$ cat config.mk
export PLATFORM = sky130hd
export DESIGN_NAME = ccr_channel_cal_regs
export DESIGN_NICKNAME = d
export VERILOG_FILES = /design/src/rtl/ccr_pkg.sv /design/src/rtl/ccr_input_route.sv /design/src/rtl/ccr_channel_cal_regs.sv
export VERILOG_INCLUDE_DIRS = /design/src /design/src/rtl
export SDC_FILE = /design/constraint.sdc
export NUM_CORES = 1
export LEC_CHECK = 0
export BUFFER_PORTS_ARGS = -buffer_cell sky130_fd_sc_hd__buf_2
export CAP_MARGIN = 10
export CORE_ASPECT_RATIO = 0.8
export CORE_MARGIN = 5
export CORE_UTILIZATION = 48
export CTS_BUF_LIST = sky130_fd_sc_hd__clkbuf_8
export DETAILED_ROUTE_END_ITERATION = 8
export PLACE_DENSITY = 0.83
export SLEW_MARGIN = 15
export SYNTH_ARGS = -nofsm -noshare
export SYNTH_HDL_FRONTEND = slang
export SYNTH_SLANG_ARGS = --single-unit
export TNS_END_PERCENT = 5
$ cat constraint.sdc
create_clock -name clk -period 3.4 [get_ports clk]
set_input_delay 0.51 -clock clk [delete_from_list [all_inputs] [get_ports clk]]
set_output_delay 0.51 -clock clk [all_outputs]
set_load 0.05 [all_outputs]
$ cat src/rtl/ccr_defines.svh
// register offsets, field positions and reset values of the channel calibration bank
`ifndef CCR_DEFINES_SVH
`define CCR_DEFINES_SVH

`define CCR_ADDR_W 6
`define CCR_DATA_W 16

`define CCR_OFF_CH1_GAIN_HIGH 6'h11
`define CCR_OFF_CH1_GAIN_LOW 6'h12
`define CCR_OFF_CH2_CONFIG 6'h13
`define CCR_OFF_CH2_OFS_HIGH 6'h14
`define CCR_OFF_CH2_OFS_LOW 6'h15
`define CCR_OFF_CH2_GAIN_HIGH 6'h16
`define CCR_OFF_CH2_GAIN_LOW 6'h17

`define CCR_RST_CH1_GAIN_HIGH 16'h8000
`define CCR_RST_CH1_GAIN_LOW 16'h0000
`define CCR_RST_CH2_CONFIG 16'h0000
`define CCR_RST_CH2_OFS_HIGH 16'h0000
`define CCR_RST_CH2_OFS_LOW 16'h0000
`define CCR_RST_CH2_GAIN_HIGH 16'h8000
`define CCR_RST_CH2_GAIN_LOW 16'h0000

`define CCR_PHASE_MSB 15
`define CCR_PHASE_LSB 6
`define CCR_DCOFF_BIT 2
`define CCR_SEL_MSB 1
`define CCR_SEL_LSB 0
`define CCR_LOWREG_MSB 15
`define CCR_LOWREG_LSB 8
// writable bits of each register class
`define CCR_CFG_WMASK 16'hFFC7
`define CCR_LOW_WMASK 16'hFF00
`define CCR_FULL_WMASK 16'hFFFF

`endif

$ cat src/rtl/ccr_pkg.sv
// types shared by the channel calibration register bank
package ccr_pkg;

	typedef enum logic [3:0] {
		CCR_IN_EXTERNAL = 4'h1,
		CCR_IN_SHORTED = 4'h2,
		CCR_IN_TEST_POS = 4'h4,
		CCR_IN_TEST_NEG = 4'h8
	} ccr_input_route_t;

	typedef struct packed {
		logic [15:0] ch1_gain_cal_high;
		logic [15:0] ch1_gain_cal_low;
		logic [15:0] ch2_config;
		logic [15:0] ch2_offset_cal_high;
		logic [15:0] ch2_offset_cal_low;
		logic [15:0] ch2_gain_cal_high;
		logic [15:0] ch2_gain_cal_low;
		logic [15:0] rd_data;
	} ccr_state_t;

	typedef struct packed {
		logic signed [9:0] ch2_phase_delay;
		logic ch2_dc_filter_bypass;
		ccr_input_route_t ch2_route;
		logic [23:0] ch2_offset_cal;
		logic [23:0] ch2_gain_cal;
		logic [23:0] ch1_gain_cal;
	} ccr_channel_ctrl_t;

endpackage

$ cat src/rtl/ccr_input_route.sv
// decoder of the two-bit channel input selector into a one-hot route
`timescale 1ns/1ns
`default_nettype none
module ccr_input_route
	import ccr_pkg::*;
(
	// selector from the configuration word
	input wire logic [1:0] sel,
	// one-hot route to the analog switches
	output ccr_input_route_t route
);

	always_comb begin
		unique case (sel)
			2'h0: route = CCR_IN_EXTERNAL;
			2'h1: route = CCR_IN_SHORTED;
			2'h2: route = CCR_IN_TEST_POS;
			2'h3: route = CCR_IN_TEST_NEG;
		endcase
	end

endmodule
`default_nettype wire

$ cat src/rtl/ccr_channel_cal_regs.sv
// channel 1 gain and channel 2 configuration and calibration register bank
`timescale 1ns/1ns
`default_nettype none
`include "ccr_defines.svh"

module ccr_channel_cal_regs
	import ccr_pkg::*;
#(
	parameter int ADDR_W = `CCR_ADDR_W,
	parameter int DATA_W = `CCR_DATA_W
) (
	// clock and reset
	input wire logic clk,
	input wire logic rst,
	// register access from the command decoder
	input wire logic reg_wr,
	input wire logic reg_rd,
	input wire logic [ADDR_W-1:0] reg_addr,
	input wire logic [DATA_W-1:0] reg_wdata,
	output logic [DATA_W-1:0] reg_rdata,
	output logic reg_hit,
	// global DC filter control from the rest of the device
	input wire logic global_dc_filter_setting,
	// channel controls toward the converter
	output ccr_channel_ctrl_t chan_ctrl,
	output logic ch2_dc_filter_active
);

	// ************************************************************
	// parameter checks
	// ************************************************************
	// the read mux and masks are 16 bits wide; offsets up to 0x17 need five address bits
	if (DATA_W != 16 || ADDR_W < 5) begin : g_bad_width
		$error("ccr_channel_cal_regs: unsupported bus widths");
	end

	// ************************************************************
	// decode helpers
	// ************************************************************
	function automatic logic [15:0] merge(input logic [15:0] old_v, input logic [15:0] new_v,
		input logic [15:0] wmask);
		merge = (old_v & ~wmask) | (new_v & wmask);
	endfunction

	function automatic logic addr_is(input logic [ADDR_W-1:0] a, input logic [5:0] off);
		addr_is = (a == ADDR_W'(off));
	endfunction

	ccr_state_t state_reg;
	ccr_state_t state_next;
	logic [15:0] wdata;
	logic mapped;

	assign wdata = reg_wdata[15:0];

	// ************************************************************
	// register update and read mux
	// ************************************************************
	always_comb begin
		state_next = state_reg;
		mapped = 1'b1;
		if (addr_is(reg_addr, `CCR_OFF_CH1_GAIN_HIGH)) begin
			if (reg_wr)
				state_next.ch1_gain_cal_high = merge(state_reg.ch1_gain_cal_high, wdata,
					`CCR_FULL_WMASK);
			if (reg_rd)
				state_next.rd_data = state_reg.ch1_gain_cal_high;
		end else if (addr_is(reg_addr, `CCR_OFF_CH1_GAIN_LOW)) begin
			if (reg_wr)
				state_next.ch1_gain_cal_low = merge(state_reg.ch1_gain_cal_low, wdata,
					`CCR_LOW_WMASK);
			if (reg_rd)
				state_next.rd_data = state_reg.ch1_gain_cal_low;
		end else if (addr_is(reg_addr, `CCR_OFF_CH2_CONFIG)) begin
			// reserved bits 5:3 stay zero
			if (reg_wr)
				state_next.ch2_config = merge(state_reg.ch2_config, wdata,
					`CCR_CFG_WMASK);
			if (reg_rd)
				state_next.rd_data = state_reg.ch2_config;
		end else if (addr_is(reg_addr, `CCR_OFF_CH2_OFS_HIGH)) begin
			if (reg_wr)
				state_next.ch2_offset_cal_high = merge(state_reg.ch2_offset_cal_high, wdata,
					`CCR_FULL_WMASK);
			if (reg_rd)
				state_next.rd_data = state_reg.ch2_offset_cal_high;
		end else if (addr_is(reg_addr, `CCR_OFF_CH2_OFS_LOW)) begin
			if (reg_wr)
				state_next.ch2_offset_cal_low = merge(state_reg.ch2_offset_cal_low, wdata,
					`CCR_LOW_WMASK);
			if (reg_rd)
				state_next.rd_data = state_reg.ch2_offset_cal_low;
		end else if (addr_is(reg_addr, `CCR_OFF_CH2_GAIN_HIGH)) begin
			if (reg_wr)
				state_next.ch2_gain_cal_high = merge(state_reg.ch2_gain_cal_high, wdata,
					`CCR_FULL_WMASK);
			if (reg_rd)
				state_next.rd_data = state_reg.ch2_gain_cal_high;
		end else if (addr_is(reg_addr, `CCR_OFF_CH2_GAIN_LOW)) begin
			if (reg_wr)
				state_next.ch2_gain_cal_low = merge(state_reg.ch2_gain_cal_low, wdata,
					`CCR_LOW_WMASK);
			if (reg_rd)
				state_next.rd_data = state_reg.ch2_gain_cal_low;
		end else begin
			// other offsets belong to neighbouring banks; answer zero
			mapped = 1'b0;
			if (reg_rd)
				state_next.rd_data = 16'h0000;
		end
	end

	always_ff @(posedge clk or posedge rst) begin
		if (rst) begin
			state_reg.ch1_gain_cal_high <= `CCR_RST_CH1_GAIN_HIGH;
			state_reg.ch1_gain_cal_low <= `CCR_RST_CH1_GAIN_LOW;
			state_reg.ch2_config <= `CCR_RST_CH2_CONFIG;
			state_reg.ch2_offset_cal_high <= `CCR_RST_CH2_OFS_HIGH;
			state_reg.ch2_offset_cal_low <= `CCR_RST_CH2_OFS_LOW;
			state_reg.ch2_gain_cal_high <= `CCR_RST_CH2_GAIN_HIGH;
			state_reg.ch2_gain_cal_low <= `CCR_RST_CH2_GAIN_LOW;
			state_reg.rd_data <= 16'h0000;
		end else begin
			state_reg <= state_next;
		end
	end

	assign reg_rdata = state_reg.rd_data;
	assign reg_hit = mapped;

	// ************************************************************
	// channel controls
	// ************************************************************
	ccr_input_route_t route;

	ccr_input_route u_route (
		.sel(state_reg.ch2_config[`CCR_SEL_MSB:`CCR_SEL_LSB]),
		.route(route)
	);

	always_comb begin
		chan_ctrl.ch2_phase_delay =
			$signed(state_reg.ch2_config[`CCR_PHASE_MSB:`CCR_PHASE_LSB]);
		chan_ctrl.ch2_dc_filter_bypass = state_reg.ch2_config[`CCR_DCOFF_BIT];
		chan_ctrl.ch2_route = route;
		chan_ctrl.ch2_offset_cal = {state_reg.ch2_offset_cal_high,
			state_reg.ch2_offset_cal_low[`CCR_LOWREG_MSB:`CCR_LOWREG_LSB]};
		chan_ctrl.ch2_gain_cal = {state_reg.ch2_gain_cal_high,
			state_reg.ch2_gain_cal_low[`CCR_LOWREG_MSB:`CCR_LOWREG_LSB]};
		chan_ctrl.ch1_gain_cal = {state_reg.ch1_gain_cal_high,
			state_reg.ch1_gain_cal_low[`CCR_LOWREG_MSB:`CCR_LOWREG_LSB]};
	end

	// bypass overrides the global filter enable
	assign ch2_dc_filter_active = global_dc_filter_setting &
		~state_reg.ch2_config[`CCR_DCOFF_BIT];

endmodule
`default_nettype wire

==> impl_metrics.toml, run 1 <==
[clock_tree]
cts_made_buffers = 9
clk_pin_slew_ns = 0.09
htree_levels = 3
cts_tree = "built"
cts.repair.resized = 0
clock-root-buffer = "clkbuf_8"
cts_buffer_depth = 2
cts_hold_buf = 0
clock_latency_ns = 0.36
cts_num_sinks = 101
postCtsSetupBuffers = 0

[timing]
skew_ns = 0.0163
fmaxAchievable_mhz = 417
relSlewSlack_pct = 50.3
layout_min_cycle_time_ns = 2.40
whs_ns = 0.282
rsz0062_at_grt = "false"
tightest_slew_ns = 0.745
setup_tns_ns = 0
setup_viol = 0
min_period_over_period_pct = 70.6
slew_violations = 0
finalHoldViolCount = 0

[worst_hold_path]
hold_class = "input port to async pin"

[detailed_routing]
drt_wl_total_um = 12000
viasPerCell = 5.27
num_vias = 3160
wl_per_cell_um = 20.0
drc_errors = 0
ant_nets = 0
dr.pass1.iters = 4
drtIter0Drc = 188

[setup_path]
crit_path_start_kind = "input port"
required_ns = 3.65
worstPathArrival_ns = 2.65
endpoint_kind = "flip-flop"
crit_start = "reg_addr[3]"
cp_max_fo = 11
crit_type = "input port to flip-flop"
r2r-start = "chan_ctrl[29]"

[grt]
grt_use_total_pct = 18.6
antenna_found_initial = 0
grt-ovfl-total = 0
grt_max_degree = 85
grt_pass1_wl_um = 19100
first_global_vias = 3388

[cells_and_area]
drive_above_1_share_pct = 49.9
area_growth_pct = 3.77
largest_reg_flops = 83
final_nets = 477
final_util_pct = 50.7

[power]
netSwitchingFraction_pct = 39.6
vdd_ir_drop_max_uv = 356
p_switching_uw = 1220
pwr-share-comb_pct = 31.9
internal-power_uw = 1860
leakagePower_uw = 0.00287
seq_power_share_pct = 47.2
powerDensity_mw_per_mm2 = 562
clkPwrFrac_pct = 20.9

[synth]
yosys.cell_types.count = 39
synth_seq_area_share_pct = 47.9
syn_area_per_cell_um2 = 12.5
synth_area_mm2 = 0.00528
synth-seq-cells = 101
synth_top_area_share_pct = 46.9
synth.top_cells.by_area = "dfrtp_1 (47%), buf_4 (14%), mux2_2 (12%)"
synthCells = 422
ys_warn_count = 0
yosys.area.top_type = "dfrtp_1"
syn_nets = 449

[floorplan]
die_h_um = 104
die_w_um = 127
io_pins = 132
coreArea_mm2 = 0.0108
die-area_mm2 = 0.0132
rows = 34
start_util_pct = 48.9

[run_status]
status = "complete, no violations"

[placement]
port_buffers = 131
place.gp.congestion = 0.820
place_hpwl_um = 8880

[job]
cap_violations = 0
[metal layers]
layer	GRT usage, %	vias to the layer above	wire (µm)
li1	-	1450	-
met3	5.61	13	893
met4	4.90	0	112
met1	24.5	1589	5200
met2	30.0	108	5810
met5	0	-	0
[per-stage QoR]
stage / area, µm² / setup WS [ns] / total power, µW / instances
final: 5480 / 1.00 / 3080 / 600
after floorplan: 5280 / 0.246 / 2410 / 422
after detailed placement: 5310 / 0.677 / 2470 / 583
after CTS: 5470 / 1.07 / 3110 / 599
after global placement: 5310 / 0.742 / 2440 / 583
after global routing: 5480 / 0.932 / 3220 / 599
[cell usage in the layout (no fill, tap or decap), types with 9 or more instances in the layout]
| master | instances |
|---|---|
| inv_1 | 10 |
| dfrtp_1 | 99 |
| o21ai_0 | 10 |
| a22oi_1 | 11 |
| mux2_2 | 55 |
| mux2_1 | 30 |
| clkbuf_8 | 9 |
| nor2b_1 | 11 |
| buf_2 | 131 |
[synth_stat cells]
cell type and n:
nand4b_1 1, nor2_1 7, o311a_1 1, mux2i_1 5, mux2_2 55, nand3_1 3
mux2_1 30, a22o_1 3, buf_6 1, buf_4 100, mux2_4 8, nor4b_2 1
a21oi_1 3, dfstp_2 2, nor2b_1 11, nor3_1 5, nand2_2 2, and3_1 2
o221ai_1 3, o21ai_0 10, buf_2 10, a31oi_1 5, a211oi_1 4, nand2b_1 1
mux4_2 8, and3b_1 1, o22ai_1 4, nand4_1 1, and2_1 2, and4bb_1 1
inv_1 8, nand2_1 3, dfrtp_1 99, a221oi_1 1, buf_1 1, clkbuf_1 7
a22oi_1 11, or4b_4 1, or3b_1 1
[cell families (layout without fill, tap and decap cells)]
logic type	count (synthesis)	after routing	synth area share, %
buf+inv	127	160	16.5
flops	101	101	47.9
compound gates	45	45	5.78
mux	106	106	24.8
other cells	0	1	0
simple gates	43	43	5.00
[power groups by stage]
| stage | Clock (µW) | Sequential [µW] | Combinational, µW |
|---|---|---|---|
| floorplan | 0 | 1440 | 967 |
| global placement | 0 | 1470 | 978 |
| detailed placement | 0 | 1480 | 992 |
| CTS | 665 | 1450 | 993 |
| global route | 718 | 1480 | 1030 |
| finish | 644 | 1450 | 981 |
[layout make-up]
| class | count | area (µm²) |
|---|---|---|
| clock inverters | 7 | 36.3 |
| clock buffers | 9 | 124 |
| fillers | 998 | 5330 |
| inverters | 8 | 35.0 |
| multi-input cells | 194 | 1880 |
| flip-flops and latches | 101 | 2530 |
| repair buffers | 136 | 693 |
| diodes | 1 | 2.50 |
| well taps | 144 | 180 |
[worst max-delay path, cell delays in order]
cell and delay [ns]:
buf_2 0.12, and4bb_1 0.53, nor2b_1 0.25, and3_1 0.57
buf_4 0.31, mux2_1 0.34
[final timing paths]
path | cells after the start | slack, ns | end
worst max-delay path | 6 | 1.00 | chan_ctrl[37]
worst min-delay path | 2 | 0.28 | chan_ctrl[41]
worst max register to register | 3 | 1.92 | reg_rdata[13]
worst min register to register | 1 | 0.52 | chan_ctrl[59]
max in group asynchronous | 3 | 2.40 | chan_ctrl[20]
min in group clk | 2 | 0.39 | chan_ctrl[59]
Note: power is estimated with default switching activity, not from simulation.
==> inputs of run 2 (changes only) <==
- clock period: 3.4 -> 2.35 ns (I/O delays scaled with it)
==> run 2 against run 1 <==
  * Sequential power rose by 46%
  * Cell area up 3.7%
  * Count of clock-buffer cells in the layout grew 1
  * Utilization increased by 1.9 points
  * Critical path depth fell by 1
  * Critical endpoint is now reg_hit
  * Sequential cell count unchanged
  * Wire length increased by 3.4%
  * Hold slack worse by 0.15 ns
  * Largest cell class unchanged
  * Clock skew down 0.0027 ns
  * Sequential share of layout area decreased by 1.6 points
  * First-iteration DRC count rose by 12%
  * Non-clock buffer count increased by 13
==> impl_metrics.toml, run 2 (synthesis results as in run 1) <==
[detailed_routing]
drtIter0Drc = 211
dr.pass1.iters = 4
ant_nets = 0
num_vias = 3295
wl_per_cell_um = 20.3
drt_wl_total_um = 12400
drc_errors = 0
viasPerCell = 5.39

[power]
leakagePower_uw = 0.00297
p_switching_uw = 1810
seq_power_share_pct = 43.3
netSwitchingFraction_pct = 37.1
powerDensity_mw_per_mm2 = 858
pwr-share-comb_pct = 29.6
vdd_ir_drop_max_uv = 554
internal-power_uw = 3070
clkPwrFrac_pct = 27.1

[run_status]
status = "complete, no violations"

[clock_tree]
clock_latency_ns = 0.37
clk_pin_slew_ns = 0.09
clock-root-buffer = "clkbuf_8"
cts_num_sinks = 101
cts.repair.resized = 0
cts_made_buffers = 9
postCtsSetupBuffers = 0
cts_tree = "built"
htree_levels = 3
cts_buffer_depth = 2
cts_hold_buf = 0

[cells_and_area]
mostFrequentLayoutCells = "buf_2 (131), dfrtp_1 (99), mux2_2 (55), mux2_1 (30), buf_4 (16)"
drive_above_1_share_pct = 51.8
final_nets = 490
multiInputGateArea_mm2 = 0.00188
largest_reg_flops = 83
layout_commonest_cell = "buf_2"
final_cell_count_no_fill = 611
n_fill_cell = 962
diodes = 0
seqCellArea_mm2 = 0.00253
area_growth_pct = 7.61

[floorplan]
die_w_um = 127
die_h_um = 104
die-area_mm2 = 0.0132
io_pins = 132
coreArea_mm2 = 0.0108
rows = 34
start_util_pct = 48.9

[grt]
grt_use_total_pct = 19.2
grt_max_degree = 102
antenna_found_initial = 0
first_global_vias = 3420
grt_pass1_wl_um = 19800
grt-ovfl-total = 0

[setup_path]
required_ns = 2.00
crit_path_start_kind = "input port"
endpoint_kind = "output port"
reg2reg_slack_ns = 0.84
cp_max_fo = 6
r2r-start = "chan_ctrl[70]"
reg2reg_to = "reg_rdata[14]"
worstPathArrival_ns = 1.45
crit_start = "reg_addr[5]"
crit_type = "input port to output port"
ff2ff_path_depth = 3

[timing]
min_period_over_period_pct = 76.5
setup_viol = 0
rsz0062_at_grt = "false"
relSlewSlack_pct = 58.7
slew_violations = 0
layout_min_cycle_time_ns = 1.80
tightest_slew_ns = 0.620
finalHoldViolCount = 0
setup_tns_ns = 0
fmaxAchievable_mhz = 556
skew_ns = 0.0137

[placement]
place.gp.congestion = 0.801
port_buffers = 131
place_hpwl_um = 9090
dpl.cell_count = 596

[worst_hold_path]
hold_class = "input port to async pin"

[job]
cap_violations = 0
==> run 2: worst max path at each step <==
stage | endpoint | slack [ns] | depth (start not counted)
5_1_grt | reg_hit | 0.53 | 5
3_5_place_dp | chan_ctrl[35] | 0.31 | 6
3_3_place_gp | state_reg[80] | 0.37 | 6
4_1_cts | reg_hit | 0.55 | 5
2_1_floorplan | reg_hit | 0.41 | 4
6_report | reg_hit | 0.55 | 5
==> run 2: worst max-delay path, cell delays in order <==
cell and delay [ns]:
buf_2 0.12, or3b_1 0.42, buf_4 0.18, nor2_1 0.10, buf_2 0.27
==> run 2: layer usage <==
| metal | global-route usage [%] | vias to the layer above | wire length [µm] |
|---|---|---|---|
| li1 | - | 1478 | - |
| met1 | 26.3 | 1677 | 5560 |
| met2 | 29.2 | 122 | 5580 |
| met3 | 6.84 | 18 | 1060 |
| met4 | 5.13 | 0 | 225 |
| met5 | 0 | - | 0 |
==> run 2: power groups by stage <==
| stage | combinational, µW | clock [µW] | sequential (µW) |
|---|---|---|---|
| 6_report | 1440 | 1320 | 2110 |
| 3_3_place_gp | 1430 | 0 | 2130 |
| 5_1_grt | 1510 | 1430 | 2140 |
| 2_1_floorplan | 1400 | 0 | 2080 |
| 4_1_cts | 1460 | 1360 | 2110 |
| 3_5_place_dp | 1450 | 0 | 2140 |
==> run 2: final cells by class <==
| cell class | instances | area share, % |
|---|---|---|
| flip-flops and latches | 101 | 44.5 |
| multi-input cells | 194 | 33.0 |
| repair buffers | 149 | 14.4 |
| well taps | 144 | 3.17 |
| clock buffers | 10 | 2.42 |
| clock inverters | 5 | 1.87 |
| inverters | 8 | 0.595 |
==> run 2: stage by stage <==
stage	setup slack, ns	hold slack [ns]	util, %	total power (µW)	area (µm²)
4_1_cts	0.548	0.139	52.6	4920	5680
3_5_place_dp	0.308	0.496	50.3	3600	5440
2_1_floorplan	0.407	0.476	-	3480	5280
3_3_place_gp	0.372	0.483	50.3	3560	5440
6_report	0.552	0.133	52.6	4870	5680
5_1_grt	0.533	0.159	52.6	5080	5680
==> inputs of run 3 (changes only) <==
- ABC_AREA: unset -> 1
- PLACE_DENSITY: 0.83 -> 0.86
- clock period: 2.35 -> 1.6 ns (I/O delays scaled with it)
==> run 3 against run 2 <==
  * Critical path depth is 2 lower
  * Register-to-register slack worse by 0.28 ns
  * Die area is 0.88% higher
  * Highest routed layer unchanged
==> impl_metrics.toml, run 3 <==
[floorplan]
die_h_um = 104
die-area_mm2 = 0.0133
coreArea_mm2 = 0.0108
die_w_um = 128
io_pins = 132
start_util_pct = 49.1
rows = 34

[detailed_routing]
dr.pass1.iters = 5
viasPerCell = 5.15
drt_wl_total_um = 13600
wl_per_cell_um = 15.7
drc_errors = 0
ant_nets = 0
drtIter0Drc = 439
num_vias = 4437

[timing]
min_period_over_period_pct = 93.8
slew_violations = 0
rsz0062_at_grt = "false"
tightest_slew_ns = 0.373
relSlewSlack_pct = 75.0
setup_tns_ns = 0
setup_viol = 0
finalHoldViolCount = 0
layout_min_cycle_time_ns = 1.50
whs_ns = 0.111
fmaxAchievable_mhz = 667
worst_slack_ns = 0.100
skew_ns = 0.0130

[setup_path]
crit_type = "flip-flop to output port"
endpoint_kind = "output port"
r2r-start = "chan_ctrl[42]"
cp_max_fo = 6
reg2reg_slack_ns = 0.56
required_ns = 1.36
worstPathArrival_ns = 1.26
ff2ff_path_depth = 6
reg2reg_to = "reg_rdata[10]"
crit_path_start_kind = "flip-flop"

[clock_tree]
cts_hold_buf = 1
clock-root-buffer = "clkbuf_8"
cts_made_buffers = 9
cts_tree = "built"
cts_num_sinks = 101
cts.repair.resized = 0
clock_latency_ns = 0.36
cts_buffer_depth = 2
htree_levels = 3
clk_pin_slew_ns = 0.10
postCtsSetupBuffers = 0

[synth]
synth-seq-cells = 101
synth_most_common_cell = "nand2_1"
synth-main-ff-cell = "dfrtp_1"
synthCells = 666
synth_top_area_share_pct = 46.5
synth.top_cells.by_area = "dfrtp_1 (46%), buf_4 (14%), nand2_1 (14%)"
ys_warn_count = 0
yosys.area.top_type = "dfrtp_1"
synth-edff-count = 0
synth_common_cells = "nand2_1 (192), buf_4 (101), dfrtp_1 (99)"
syn_nets = 693
syn_area_per_cell_um2 = 8.00
yosys.cell_types.count = 26
synth_area_mm2 = 0.00533
synth_seq_area_share_pct = 47.5
async_reset_ff_share_pct = 100

[grt]
grt_max_degree = 55
antenna_found_initial = 0
grt_use_total_pct = 20.9
first_global_vias = 4168
grt_pass1_wl_um = 22100
grt-ovfl-total = 0

[placement]
place.gp.congestion = 0.935
placed_cell_area_mm2 = 0.00555
dp_slack_ns = 0.0602
port_buffers = 131
place_hpwl_um = 10100

[cells_and_area]
final_nets = 740
final_area_mm2 = 0.00575
area_growth_pct = 7.79
final_util_pct = 53.0
largest_reg_flops = 83
layout_commonest_cell = "nand2_1"
diodes = 0
mostFrequentLayoutCells = "nand2_1 (192), buf_2 (131), dfrtp_1 (99), nand3_1 (57), o21ai_0 (50)"
drive_above_1_share_pct = 27.4

[power]
vdd_ir_drop_max_uv = 703
leakagePower_uw = 0.00320
powerDensity_mw_per_mm2 = 1150

[worst_hold_path]
hold_class = "input port to flip-flop"
min-delay-start = "reg_wdata[4]"
whs_path_depth = 3
whs_endpoint = "chan_ctrl[60]"

[run_status]
status = "complete, no violations"

[job]
cap_violations = 0
## run 3: cell count changes in the layout (fill, tap and decap cells not counted), sizes merged, moves of 38 or more
cell   delta
o21ai    +59
nand3    +57
inv      +38
nor2     +46
mux2     -93
nand2   +191
## run 3: critical path, cell delays in order (launching register included)
cell     delay, ns
dfrtp_1       0.47
inv_1         0.06
nor2_1        0.08
buf_2         0.27
## run 3: area by class of cell
cell class,instances,area (µm²)
Clock buffer,10,138
Sequential cell,101,2530
Multi-Input combinational cell,396,1770
Timing Repair Buffer,159,906
Fill cell,1033,5100
Tap cell,144,180
Clock inverter,6,46.3
Inverter,46,176
## run 3: cells by family after synthesis
family                 after synthesis  synth area share, %
AOI/OAI and AO/OA                   77                 7.54
buffers and inverters              169                 19.3
DFF                                101                 47.5
and+or+nand+nor                    319                 25.7
## run 3: where the power goes
part	switching [µW]	internal (µW)	total (µW)
combinational	1570	415	1990
clock	903	616	1520
sequential	267	2850	3120
## run 3: worst max path at each step
stage	start	endpoint	slack (ns)	cells after the start
final	state_reg[81]	chan_ctrl[74]	0.1	3
after global routing	state_reg[81]	chan_ctrl[74]	0.04	3
after CTS	state_reg[81]	chan_ctrl[74]	0.09	3
after detailed placement	reg_addr[5]	chan_ctrl[59]	0.06	10
after global placement	reg_addr[5]	chan_ctrl[59]	0.12	10
after floorplan	reg_addr[5]	reg_hit	0.01	5
## run 3: layer usage
metal	GRT usage [%]	wire, µm	part of all wire, %	up-vias
met3	4.88	1170	8.6	17
li1	-	-	-	2105
met1	30.5	6170	46	2101
met2	31.8	6080	45	214
met5	0	0	0	-
met4	4.39	140	1.0	0
## run 3: metrics by stage
step                      cells  power [µW]
final                       862        6620
after detailed placement    845        5160
after global routing        862        6920
after CTS                   862        6670
after floorplan             666        5010
after global placement      845        5120
